File: config.mk
export PLATFORM = sky130hd
export DESIGN_NAME = olp_octet_pwm_unit
export DESIGN_NICKNAME = d
export VERILOG_FILES = /design/src/inc/olp_pkg.sv /design/src/hw/olp_octet_pwm_unit.sv
export SDC_FILE = /design/constraint.sdc
export NUM_CORES = 1
export LEC_CHECK = 0
export BUFFER_PORTS_ARGS = -buffer_cell sky130_fd_sc_hd__clkbuf_2
export CORE_ASPECT_RATIO = 1.1
export CORE_MARGIN = 4
export CORE_UTILIZATION = 62
export DETAILED_ROUTE_END_ITERATION = 8
export GPL_ROUTABILITY_DRIVEN = 1
export HOLD_SLACK_MARGIN = 0.05
export PLACE_DENSITY = 0.85
export SYNTH_ARGS = -nofsm -noshare
export SYNTH_HDL_FRONTEND = slang
export SYNTH_SLANG_ARGS = --single-unit
File: constraint.sdc
create_clock -name core_clk -period 3.59 [get_ports core_clk]
set_input_delay 0.5385 -clock core_clk [delete_from_list [all_inputs] [get_ports core_clk]]
set_output_delay 0.5385 -clock core_clk [all_outputs]
set_load 0.05 [all_outputs]
File: src/inc/olp_pkg.sv
// package of constants and types for the octet led pwm unit
package olp_pkg;
    // register indices; byte address is four times the index
    localparam logic [17:0] IDX_UNIT_CONFIG   = 18'h0a04c;
    localparam logic [17:0] IDX_CLOCK_PRESC   = 18'h0a04d;
    localparam logic [17:0] IDX_GROUP_FLAGS   = 18'h0a04e;
    localparam logic [17:0] IDX_TRIGGER_PTR   = 18'h0a04f;
    localparam logic [17:0] IDX_IRQ_STATUS    = 18'h0a050;
    localparam logic [17:0] IDX_IRQ_CLEAR     = 18'h0a051;
    localparam logic [17:0] IDX_CHANNEL0_DUTY = 18'h0a0a0;

    // field positions
    localparam int BIT_ZERO_FLAG = 0;
    localparam int BIT_TRG_FLAG  = 1;
    localparam int BIT_SYNC      = 7;

    // reset values, last count and full duty value
    localparam logic [7:0] RST_UNIT_CONFIG = 8'h00;
    localparam logic [7:0] RST_CLOCK_PRESC = 8'h00;
    localparam logic [7:0] RST_TRIGGER_PTR = 8'h00;
    localparam logic [7:0] RST_DUTY        = 8'h00;
    localparam logic [7:0] RST_COUNT       = 8'h00;
    localparam logic [7:0] CNT_LAST        = 8'hff;
    localparam logic [7:0] DUTY_FULL       = 8'hff;

    typedef struct packed {
        logic unit_run_enable;
        logic full_on_mode;
        logic rsvd5;
        logic group_update_enable;
        logic rsvd3;
        logic rsvd2;
        logic trigger_irq_enable;
        logic zero_irq_enable;
    } olp_cfg_t;

    typedef struct packed {
        logic        psel;
        logic        penable;
        logic        pwrite;
        logic [19:0] paddr;
        logic [31:0] pwdata;
    } olp_apb_req_t;
endpackage

File: src/hw/olp_octet_pwm_unit.sv
// sixteen channel 8-bit led pwm unit with apb register access
//
// Our own choice: the APB register port.
`timescale 1ns/10ps
`default_nettype none

// Overview of operation
// - sixteen pwm outputs, own 8-bit duty each
// - even channels left, odd channels right adjusted
// - duty shadowed, applied only at cycle start
// - disable finishes cycle, clears counter, outputs low
// - enable runs counter and waveforms normally
// - mode bit selects 255/256 or full on for duty ff
// - group update waits for trigger bit write
// - no group update: load every cycle start
// - trigger bit applies duties, then self clears
// - trigger flag set by hardware, software clears
// - zero flag set by hardware, software clears
// - trigger pointer compared left aligned always
// - duty registers 8-bit read write reset zero
module olp_octet_pwm_unit
    import olp_pkg::*;
#(
    parameter int NUM_CH = 16
) (
    input  wire logic               core_clk,
    input  wire logic               rst_n,
    input  wire olp_apb_req_t       apb_req,
    output logic [31:0]             prdata,
    output logic                    pready,
    output logic                    pslverr,
    output logic [NUM_CH-1:0]       led_pwm_out,
    output logic                    irq
);

    ////////////////////////////////////////////////////////////////////////////
    // bus decode

    logic [17:0] idx;
    logic        setup_ph;
    logic        wr_acc;
    logic        is_duty;
    logic [3:0]  duty_sel;
    logic        mapped;

    assign idx      = apb_req.paddr[19:2];
    assign setup_ph = apb_req.psel && !apb_req.penable;
    assign wr_acc   = apb_req.psel && apb_req.penable && apb_req.pwrite;
    assign is_duty  = (idx[17:4] == IDX_CHANNEL0_DUTY[17:4]);
    assign duty_sel = idx[3:0];
    assign mapped   = is_duty || (idx == IDX_UNIT_CONFIG) || (idx == IDX_CLOCK_PRESC)
                      || (idx == IDX_GROUP_FLAGS) || (idx == IDX_TRIGGER_PTR)
                      || (idx == IDX_IRQ_STATUS) || (idx == IDX_IRQ_CLEAR);
    assign pready   = 1'b1;
    assign pslverr  = apb_req.psel && apb_req.penable && !mapped;

    ////////////////////////////////////////////////////////////////////////////
    // registers

    olp_cfg_t   cfg_q;
    logic [7:0] cs_q;
    logic [7:0] trg_q;
    logic       sync_q;
    logic       zf_q;
    logic       tf_q;
    logic [7:0] shadow_q [NUM_CH];
    logic [7:0] act_q    [NUM_CH];
    logic [7:0] cnt_q;
    logic [7:0] presc_q;
    logic       run_q;

    always_ff @(posedge core_clk or negedge rst_n) begin
        if (!rst_n) begin
            cfg_q <= olp_cfg_t'(RST_UNIT_CONFIG);
            cs_q  <= RST_CLOCK_PRESC;
            trg_q <= RST_TRIGGER_PTR;
        end else if (wr_acc) begin
            if (idx == IDX_UNIT_CONFIG) begin
                cfg_q <= olp_cfg_t'({apb_req.pwdata[7:6], 1'b0, apb_req.pwdata[4],
                                     2'b00, apb_req.pwdata[1:0]});
            end
            if (idx == IDX_CLOCK_PRESC) begin
                cs_q <= apb_req.pwdata[7:0];
            end
            if (idx == IDX_TRIGGER_PTR) begin
                trg_q <= apb_req.pwdata[7:0];
            end
        end
    end

    // shadow duty registers
    always_ff @(posedge core_clk or negedge rst_n) begin
        if (!rst_n) begin
            for (int i = 0; i < NUM_CH; i++) begin
                shadow_q[i] <= RST_DUTY;
            end
        end else if (wr_acc && is_duty) begin
            shadow_q[duty_sel] <= apb_req.pwdata[7:0];
        end
    end

    ////////////////////////////////////////////////////////////////////////////
    // counter, prescaler and run control

    logic       step;
    logic       wrap;
    logic       start;
    logic       stop;
    logic       cyc_start;
    logic       load;
    logic [7:0] cnt_nx;
    logic       zero_ev;
    logic       trg_ev;

    assign step      = run_q && (presc_q >= cs_q);
    assign wrap      = step && (cnt_q == CNT_LAST);
    assign start     = !run_q && cfg_q.unit_run_enable;
    assign stop      = wrap && !cfg_q.unit_run_enable;
    assign cyc_start = start || (wrap && cfg_q.unit_run_enable);
    assign load      = cyc_start && (!cfg_q.group_update_enable || sync_q);
    assign cnt_nx    = cnt_q + 8'h01;
    assign zero_ev   = wrap && !stop;
    assign trg_ev    = step && !stop && (cnt_nx == trg_q);

    always_ff @(posedge core_clk or negedge rst_n) begin
        if (!rst_n) begin
            presc_q <= RST_COUNT;
        end else if (!run_q || step) begin
            presc_q <= RST_COUNT;
        end else begin
            presc_q <= presc_q + 8'h01;
        end
    end

    always_ff @(posedge core_clk or negedge rst_n) begin
        if (!rst_n) begin
            cnt_q <= RST_COUNT;
        end else if (stop) begin
            cnt_q <= RST_COUNT;
        end else if (step) begin
            cnt_q <= cnt_nx;
        end
    end

    always_ff @(posedge core_clk or negedge rst_n) begin
        if (!rst_n) begin
            run_q <= 1'b0;
        end else if (start) begin
            run_q <= 1'b1;
        end else if (stop) begin
            run_q <= 1'b0;
        end
    end

    // active duties change only at a cycle start
    always_ff @(posedge core_clk or negedge rst_n) begin
        if (!rst_n) begin
            for (int i = 0; i < NUM_CH; i++) begin
                act_q[i] <= RST_DUTY;
            end
        end else if (load) begin
            for (int i = 0; i < NUM_CH; i++) begin
                act_q[i] <= shadow_q[i];
            end
        end
    end

    ////////////////////////////////////////////////////////////////////////////
    // group update bit and event flags

    logic wr_grp;
    logic clr_zf;
    logic clr_tf;

    assign wr_grp = wr_acc && (idx == IDX_GROUP_FLAGS);
    assign clr_zf = wr_acc && apb_req.pwdata[BIT_ZERO_FLAG]
                    && ((idx == IDX_GROUP_FLAGS) || (idx == IDX_IRQ_CLEAR));
    assign clr_tf = wr_acc && apb_req.pwdata[BIT_TRG_FLAG]
                    && ((idx == IDX_GROUP_FLAGS) || (idx == IDX_IRQ_CLEAR));

    // a new trigger write wins over the self clear
    always_ff @(posedge core_clk or negedge rst_n) begin
        if (!rst_n) begin
            sync_q <= 1'b0;
        end else if (wr_grp && apb_req.pwdata[BIT_SYNC]) begin
            sync_q <= 1'b1;
        end else if (load) begin
            sync_q <= 1'b0;
        end
    end

    always_ff @(posedge core_clk or negedge rst_n) begin
        if (!rst_n) begin
            zf_q <= 1'b0;
        end else if (zero_ev) begin
            zf_q <= 1'b1;
        end else if (clr_zf) begin
            zf_q <= 1'b0;
        end
    end

    always_ff @(posedge core_clk or negedge rst_n) begin
        if (!rst_n) begin
            tf_q <= 1'b0;
        end else if (trg_ev) begin
            tf_q <= 1'b1;
        end else if (clr_tf) begin
            tf_q <= 1'b0;
        end
    end

    assign irq = (zf_q && cfg_q.zero_irq_enable) || (tf_q && cfg_q.trigger_irq_enable);

    ////////////////////////////////////////////////////////////////////////////
    // channel waveforms

    for (genvar ch = 0; ch < NUM_CH; ch++) begin : g_ch
        logic hi;
        logic full;
        logic lit_q;
        // odd channels mirror the count so the pulse ends with the period
        if (ch % 2 == 0) begin : g_left
            assign hi = (cnt_q < act_q[ch]);
        end else begin : g_right
            assign hi = ((CNT_LAST - cnt_q) < act_q[ch]);
        end
        assign full = cfg_q.full_on_mode && (act_q[ch] == DUTY_FULL);
        always_ff @(posedge core_clk or negedge rst_n) begin
            if (!rst_n) begin
                lit_q <= 1'b0;
            end else begin
                lit_q <= run_q && (hi || full);
            end
        end
        assign led_pwm_out[ch] = lit_q;
    end

    ////////////////////////////////////////////////////////////////////////////
    // read data, latched in the setup phase

    logic [7:0] rd_byte;

    always_comb begin
        rd_byte = 8'h00;
        if (is_duty) begin
            rd_byte = shadow_q[duty_sel];
        end else if (idx == IDX_UNIT_CONFIG) begin
            rd_byte = cfg_q;
        end else if (idx == IDX_CLOCK_PRESC) begin
            rd_byte = cs_q;
        end else if (idx == IDX_GROUP_FLAGS) begin
            rd_byte = {sync_q, 5'b00000, tf_q, zf_q};
        end else if (idx == IDX_TRIGGER_PTR) begin
            rd_byte = trg_q;
        end else if (idx == IDX_IRQ_STATUS) begin
            rd_byte = {6'b000000, tf_q, zf_q};
        end
    end

    always_ff @(posedge core_clk or negedge rst_n) begin
        if (!rst_n) begin
            prdata <= 32'h0000_0000;
        end else if (setup_ph) begin
            prdata <= {24'h000000, rd_byte};
        end
    end

    ////////////////////////////////////////////////////////////////////////////
    // checks

    logic cs_wr;

    // a prescale write changes the step spacing, so the spacing checks skip it
    assign cs_wr = wr_acc && (idx == IDX_CLOCK_PRESC);

    a_idle_outputs_low: assert property (
        @(posedge core_clk) disable iff (!rst_n)
        !run_q |=> (led_pwm_out == '0))
        else $error("outputs not low while stopped");

    a_stop_at_end: assert property (
        @(posedge core_clk) disable iff (!rst_n)
        $fell(run_q) |-> ($past(cnt_q) == 8'hff) && (cnt_q == 8'h00))
        else $error("unit stopped before the cycle ended");

    a_zero_flag_set: assert property (
        @(posedge core_clk) disable iff (!rst_n)
        (run_q && step && cnt_q == 8'hff && cfg_q.unit_run_enable) |=> zf_q)
        else $error("zero flag not set on wrap");

    a_trg_flag_set: assert property (
        @(posedge core_clk) disable iff (!rst_n)
        (step && !stop && cnt_nx == trg_q) |=> tf_q && (cnt_q == $past(trg_q)))
        else $error("trigger flag not set on match");

    a_irq_gate: assert property (
        @(posedge core_clk) disable iff (!rst_n)
        irq == ((zf_q && cfg_q.zero_irq_enable) || (tf_q && cfg_q.trigger_irq_enable)))
        else $error("interrupt not gated by enables");

    a_duty_hold: assert property (
        @(posedge core_clk) disable iff (!rst_n)
        (act_q[0] != $past(act_q[0])) |-> $past(cyc_start) && (cnt_q == 8'h00))
        else $error("active duty changed mid period");

    a_group_wait: assert property (
        @(posedge core_clk) disable iff (!rst_n)
        (cfg_q.group_update_enable && !sync_q) |-> !load)
        else $error("group update applied without trigger");

    a_sync_clear: assert property (
        @(posedge core_clk) disable iff (!rst_n)
        (load && !(wr_grp && apb_req.pwdata[BIT_SYNC])) |=> !sync_q)
        else $error("trigger bit did not self clear");

    a_left_adjust: assert property (
        @(posedge core_clk) disable iff (!rst_n)
        (run_q && !cfg_q.full_on_mode) |=> (led_pwm_out[0] == ($past(cnt_q) < $past(act_q[0]))))
        else $error("even channel not left adjusted");

    a_prescale_gap: assert property (
        @(posedge core_clk) disable iff (!rst_n)
        (step && !stop && cs_q == 8'h01 && !cs_wr) |=> !step)
        else $error("counter stepped on two clocks in a row");

    a_prescale_step: assert property (
        @(posedge core_clk) disable iff (!rst_n)
        (step && !stop && cs_q == 8'h01 && !cs_wr) ##1 !cs_wr |=> step)
        else $error("counter missed its scaled step");

    a_right_adjust: assert property (
        @(posedge core_clk) disable iff (!rst_n)
        (run_q && !cfg_q.full_on_mode) |=> (led_pwm_out[1] ==
            (({1'b0, $past(cnt_q)} + {1'b0, $past(act_q[1])}) > {1'b0, CNT_LAST})))
        else $error("odd channel not right adjusted");

    a_full_on_mode: assert property (
        @(posedge core_clk) disable iff (!rst_n)
        (run_q && cfg_q.full_on_mode && act_q[2] == DUTY_FULL) |=> led_pwm_out[2])
        else $error("full duty not held on in full on mode");

    a_run_start: assert property (
        @(posedge core_clk) disable iff (!rst_n)
        start |=> run_q && (cnt_q == RST_COUNT))
        else $error("unit did not start from count zero");

    a_count_hold: assert property (
        @(posedge core_clk) disable iff (!rst_n)
        (!step && !stop) |=> (cnt_q == $past(cnt_q)))
        else $error("counter moved without a step");

    a_zero_wrap: assert property (
        @(posedge core_clk) disable iff (!rst_n)
        zero_ev |=> (cnt_q == RST_COUNT))
        else $error("zero event without wrap to zero");

    a_trg_sticky: assert property (
        @(posedge core_clk) disable iff (!rst_n)
        (tf_q && !clr_tf) |=> tf_q)
        else $error("trigger flag cleared without software");

    a_trg_clear: assert property (
        @(posedge core_clk) disable iff (!rst_n)
        (clr_tf && !trg_ev) |=> !tf_q)
        else $error("trigger flag not cleared by software");

    a_zero_sticky: assert property (
        @(posedge core_clk) disable iff (!rst_n)
        (zf_q && !clr_zf) |=> zf_q)
        else $error("zero flag cleared without software");

    a_zero_clear: assert property (
        @(posedge core_clk) disable iff (!rst_n)
        (clr_zf && !zero_ev) |=> !zf_q)
        else $error("zero flag not cleared by software");

endmodule

`default_nettype wire

== Yosys cells after proc, flatten, opt, wreduce, memory -nomap -nowiden ==
Index checks and enable logic that the tools add are counted.
W data, S select, Z words.

* $add $sub $neg: 3
* Order comparisons: 19
* Eq/ne operators: 25
* Mux-type cells: 23
* Bitwise logic cells: 1
* Reductions and logical operators: 96

{| class="wikitable"
|+ Operators by type and width
! kind !! count
|-
| $eq A8 B8 Y1 const B || 17
|-
| $bwmux W128 || 1
|-
| $lt A8 B8 Y1 || 16
|-
| $eq A18 B16 Y1 const B || 6
|-
| $mux W8 || 11
|-
| $logic_and A1 B1 Y1 || 55
|-
| $bmux W8 S4 || 1
|-
| $demux W8 S4 || 1
|-
| $logic_or A1 B1 Y1 || 27
|-
| $add A8 B1 Y8 const B || 2
|-
| $eq A14 B12 Y1 const B || 1
|-
| $reduce_bool A2 Y1 || 5
|-
| $eq A8 B8 Y1 || 1
|-
| $ge A8 B8 Y1 || 1
|-
| $mux W1 || 8
|-
| $sub A8 B8 Y8 const A || 1
|-
| $logic_not A1 Y1 || 6
|-
| $reduce_and A2 Y1 || 3
|-
| $ge A5 B5 Y1 const B || 1
|-
| $lt A5 B1 Y1 const B || 1
|-
| $not A4 Y5 || 1
|-
| $mux W2 || 1
|}

* Bits in registers: 321
* Input port bits: 57
* Output and inout bits: 51
* Word-level logic and storage cells: 229

== Depth between registers and ports, before layout ==
* Depth after elaboration: 9
* Depth in mapped cells: 9

== Least setup slack after synthesis ==
No wires, ideal clock.

* Path type: input -> output
* Start: in apb_req[35] (netlist name)
* End: out pslverr
* Data arrival time: 2.751 ns
* Data required time: 3.052 ns
* Setup slack: 0.301 ns
* Stages on the path: 5
* Path buffers: 3
* Cells stage by stage: clkbuf_1 -> buf_2 -> buf_1 -> nor2_1 -> a211oi_1

* Word-level cells in the longest chain between the ends: 9
* Elaborated cells between the ends (all ways): 14
* Classes of those cells: 6 x eq/ne; 8 x reduce/logical

{| class="wikitable"
|+ Ends and longest elaborated chain
! what !! RTL line !! source
|-
| from (decl) || olp_octet_pwm_unit.sv:28 || <nowiki>input wire olp_apb_req_t apb_req,</nowiki>
|-
| $eq A18 B16 Y1 || olp_octet_pwm_unit.sv:51 || <nowiki>assign mapped = is_duty || (idx == IDX_UNIT_CONFIG) || (idx == IDX_CLOCK_PRESC)</nowiki>
|-
| $logic_or A1 B1 Y1 (2 in series) || olp_octet_pwm_unit.sv:51 ||
|-
| $logic_or A1 B1 Y1 (2 in series) || olp_octet_pwm_unit.sv:52 || <nowiki>|| (idx == IDX_GROUP_FLAGS) || (idx == IDX_TRIGGER_PTR)</nowiki>
|-
| $logic_or A1 B1 Y1 || olp_octet_pwm_unit.sv:53 || <nowiki>|| (idx == IDX_IRQ_STATUS) || (idx == IDX_IRQ_CLEAR);</nowiki>
|-
| $logic_or A1 B1 Y1 (*) || olp_octet_pwm_unit.sv:53 ||
|-
| $logic_not A1 Y1 (*) || olp_octet_pwm_unit.sv:55 || <nowiki>assign pslverr = apb_req.psel && apb_req.penable && !mapped;</nowiki>
|-
| $logic_and A1 B1 Y1 (*) || olp_octet_pwm_unit.sv:55 ||
|-
| to (decl) || olp_octet_pwm_unit.sv:31 || <nowiki>output logic pslverr,</nowiki>
|}

Mark *: on every way between the ends. The rest lies on a longest branch, timed or not.

== Worst setup path in the final report ==
* Start: reg presc_q[0]
* End: reg act_q[3] (netlist name)

* Word-level cells in the longest chain between the ends: 6

{| class="wikitable"
|+ Ends and longest elaborated chain
! what !! RTL line !! source
|-
| from (decl) || olp_octet_pwm_unit.sv:69 || <nowiki>logic [7:0] presc_q;</nowiki>
|-
| from (signal assigned) || olp_octet_pwm_unit.sv:131 || <nowiki>presc_q <= presc_q + 8'h01;</nowiki>
|-
| $ge A8 B8 Y1 || olp_octet_pwm_unit.sv:115 || <nowiki>assign step = run_q && (presc_q >= cs_q);</nowiki>
|-
| $logic_and A1 B1 Y1 || olp_octet_pwm_unit.sv:115 ||
|-
| $logic_and A1 B1 Y1 || olp_octet_pwm_unit.sv:116 || <nowiki>assign wrap = step && (cnt_q == CNT_LAST);</nowiki>
|-
| $logic_and A1 B1 Y1 || olp_octet_pwm_unit.sv:119 || <nowiki>assign cyc_start = start || (wrap && cfg_q.unit_run_enable);</nowiki>
|-
| $logic_or A1 B1 Y1 || olp_octet_pwm_unit.sv:119 ||
|-
| $logic_and A1 B1 Y1 || olp_octet_pwm_unit.sv:120 || <nowiki>assign load = cyc_start && (!cfg_q.group_update_enable || sync_q);</nowiki>
|-
| to (signal, indexed assignment) || olp_octet_pwm_unit.sv:163 || <nowiki>act_q[i] <= shadow_q[i];</nowiki>
|-
| to (decl) || olp_octet_pwm_unit.sv:67 || <nowiki>logic [7:0] act_q [NUM_CH];</nowiki>
|}

No other way between the ends.
A chain may end at the register's enable or synchronous reset.

==> impl_results.md <==
* Worst skew pair latency at 0.57 ns
* CP endpoint kind: flop
* # resized after CTS at 0
* Worst min path class: primary input to flop
* Synth warn at 0
* Total Routing Usage GR at roughly 30%
* Final min period at 2.90 ns
* Post-route DRC violation count at 0
* Clock skew at 0.0125 ns
* Initial Utilization at around 63%
* Yosys top cell area share at between 40 and 50%
* DR vias at 12.2k
* CTS Sinks at ~320
* Layout area overhead at 8.66%
* Maximum fanout along the worst path at 66
* Layout cells sized above 1 at a little under a third
* Post-synth ARST share at 100%
* Gr ovfl total at 0
* Sequential area share after synthesis at between 40 and 50%
* RSZ-0062 raised after global routing: false
* Number of global-route vias before repair at 12.6k
* CTS tree: yes
* Area of the die at a little over 30000 um^2
* H-tree levels at 1
* Synth unique cells at 64
* Detailed Place HPWL at around 31000 um
* Status: complete, no violations
* Synthesized flop and latch total at 321
* Root Driver: clkbuf_16
* Setup CP Type: flop to flop
* Worst Max-Slew Pin Slew at a little under 0.9 ns
* Leading cell types by total area after synthesis: dfrtp_1, mux2_2, ha_1, mux4_2, inv_1
* Period Utilization, post-route at about four fifths
* Initial antenna violation count at 1
* Die Width at about 170 um
* Setup crit start: presc_q[0]
* Worst slew margin at approximately two fifths
* Worst EP arrival at 3.33 ns
* Worst R2R Start: presc_q[0]
* Syn_area_per_cell at about 12 um^2
* Largest family of logic cells by synthesized area: multiplexers
* Most common flop cell mapped by yosys: dfrtp_1
* Count leader, synth: dfrtp_1
* ANT cells at 0
* EDFF count, synth at 0
* Layout Nets at approximately 1.7k
* LEAKAGE at 0.00874 uW
* Max frequency at approximately 350 MHz
* Setup TNS at 0 ns
* GPL Wtd Cong at around 0.96
* Worst-case clock buffer depth at 3
* Post-Synth Simple-Gate Area at approximately 8.5%
* Worst Path Required at around 4.0 ns
* Final Hold Fails at 0
* Synth cell count leaders: dfrtp_1, mux2_2, inv_1
* Yosys top cell by area: dfrtp_1
* PwrDens at between 300 and 400 nW/um^2
* Largest net degree at the start of global routing at 93
* Total CTS buffers at 31
* Hold path start: apb_req[53]
* Postcts setup bufs at 0
* # IOs at roughly 110
* XOR/XNOR share of the synthesized area at 1.05%
* Global-route wire length before repair at slightly above 70000 um
* Worst Setup Start Kind: flop
* Gate Count Post-Synth at approximately 1.4k
* Drt initial violations at 1099
* Peak supply drop at 377 uV
* Core Area at roughly 28000 um^2
* Detailed Routing Iterations Pass 1 at 6
* Synthesized cell area at 17500 um^2
* Proportion of synthesized area in mux cells at between 20% and 30%
* Endpoints failing setup at 0
* WL/cell at 24.5 um
* Worst hold slack at about 0.41 ns
* Post-synthesis adder-cell area fraction at around 8.7%
* CTS clk-pin slew, worst paths at 0.07 ns
* Max-slew violations at 0
* DRT antenna net count at 0
* Post-CTS Hold Buffers at 1
* Routed WL at around 46000 um
* Max_cap viols at 0
* FP Rows at 64
* Die Y at 184 um
* Synth Area in Compound Gates at between 7 and 8%
* Count of input and output buffers at 56
* Vias/cell at roughly 6.5
power breakdown:
part | internal (uW) | switching, uW
logic | 61.3 | 275
clock network | 1730 | 1390
registers | 3620 | 4.17
total | 5420 | 1670
metal layers:
metal	up-vias	track usage [%]	routed length (um)
li1	5217	-	-
met1	6190	39.9	18300
met2	605	47.9	21300
met3	182	4.57	3580
met4	2	13.8	2620
met5	-	0	7
critical path, stage by stage (launching register included):
cell and delay [ns]:
dfrtp_1 0.43, inv_1 0.06, ha_1 0.26, nand2b_1 0.09, a211oi_1 0.09, o2111a_1 0.32, a2111oi_2 0.65, buf_12 0.38
mux2_2 0.41
placed cells by master (no fill, tap or decap), types with 9 or more instances in the layout:
cell type,Yosys,final
o31ai_1,9,9
a21o_1,24,24
ha_1,122,122
nor3_1,22,22
nand2_1,32,32
o21ai_0,12,12
nand2b_1,35,35
nand4_1,38,38
a211o_1,11,11
buf_4,41,23
mux4_2,31,31
a21oi_1,22,22
xnor2_1,13,13
nand3_1,13,13
clkbuf_2,0,55
o21a_1,17,17
a22oi_1,19,19
conb_1,2,25
a2111oi_0,9,9
dfrtp_1,321,321
clkbuf_16,0,31
mux2_2,279,279
nor2_1,48,48
a211oi_1,13,13
nor2b_1,17,17
inv_1,134,134
per-stage QoR:
step | setup WS, ns | total power [uW] | cells | util (%) | area (um^2)
global placement | 0.474 | 4020 | 1815 | 64.9 | 18000
detailed placement | 0.435 | 4030 | 1815 | 64.9 | 18000
finish | 0.694 | 7090 | 1869 | 68.4 | 19000
CTS | 0.715 | 7090 | 1869 | 68.4 | 19000
floorplan | 0.301 | 3890 | 1467 | - | 17600
global route | 0.573 | 7280 | 1869 | 68.4 | 19000
worst paths after layout:
kind / end / slack (ns) / depth (start not counted)
setup / recovery: act_q[3] / 0.69 / 8
hold / removal: prdata[4] / 0.41 / 4
setup reg to reg: act_q[3] / 0.69 / 8
hold reg to reg: prdata[6] / 0.51 / 2
max in group asynchronous: act_q[116] / 2.04 / 3
min in group asynchronous: act_q[18] / 0.60 / 2
layout make-up:
class / count / area (um^2)
Timing Repair Buffer: 85 / 573
Sequential cell: 321 / 8030
Fill cell: 1850 / 8780
Inverter: 134 / 503
Multi-Input combinational cell: 913 / 8490
Clock inverter: 11 / 88.8
Clock buffer: 42 / 857
Tap cell: 363 / 454
flip-flops by register name, summed over array words and instances, names as in the netlist:
signal and count:
act_q 128, shadow_q 128, g_ch.lit_q 16, cnt_q 8, cs_q 8, prdata 8, presc_q 8, trg_q 8
cfg_q 5, run_q 1, sync_q 1, tf_q 1, zf_q 1
logic make-up (layout without fill, tap and decap cells):
family / after synthesis / in the layout
muxes: 321 / 321
and+or+nand+nor: 257 / 257
buffers and inverters: 233 / 272
AOI/OAI and AO/OA: 167 / 167
adders and majority gates: 122 / 122
DFF: 321 / 321
other: 2 / 25
xor gates and xnor gates: 21 / 21
No activity file was read; power rests on OpenSTA's default activity.
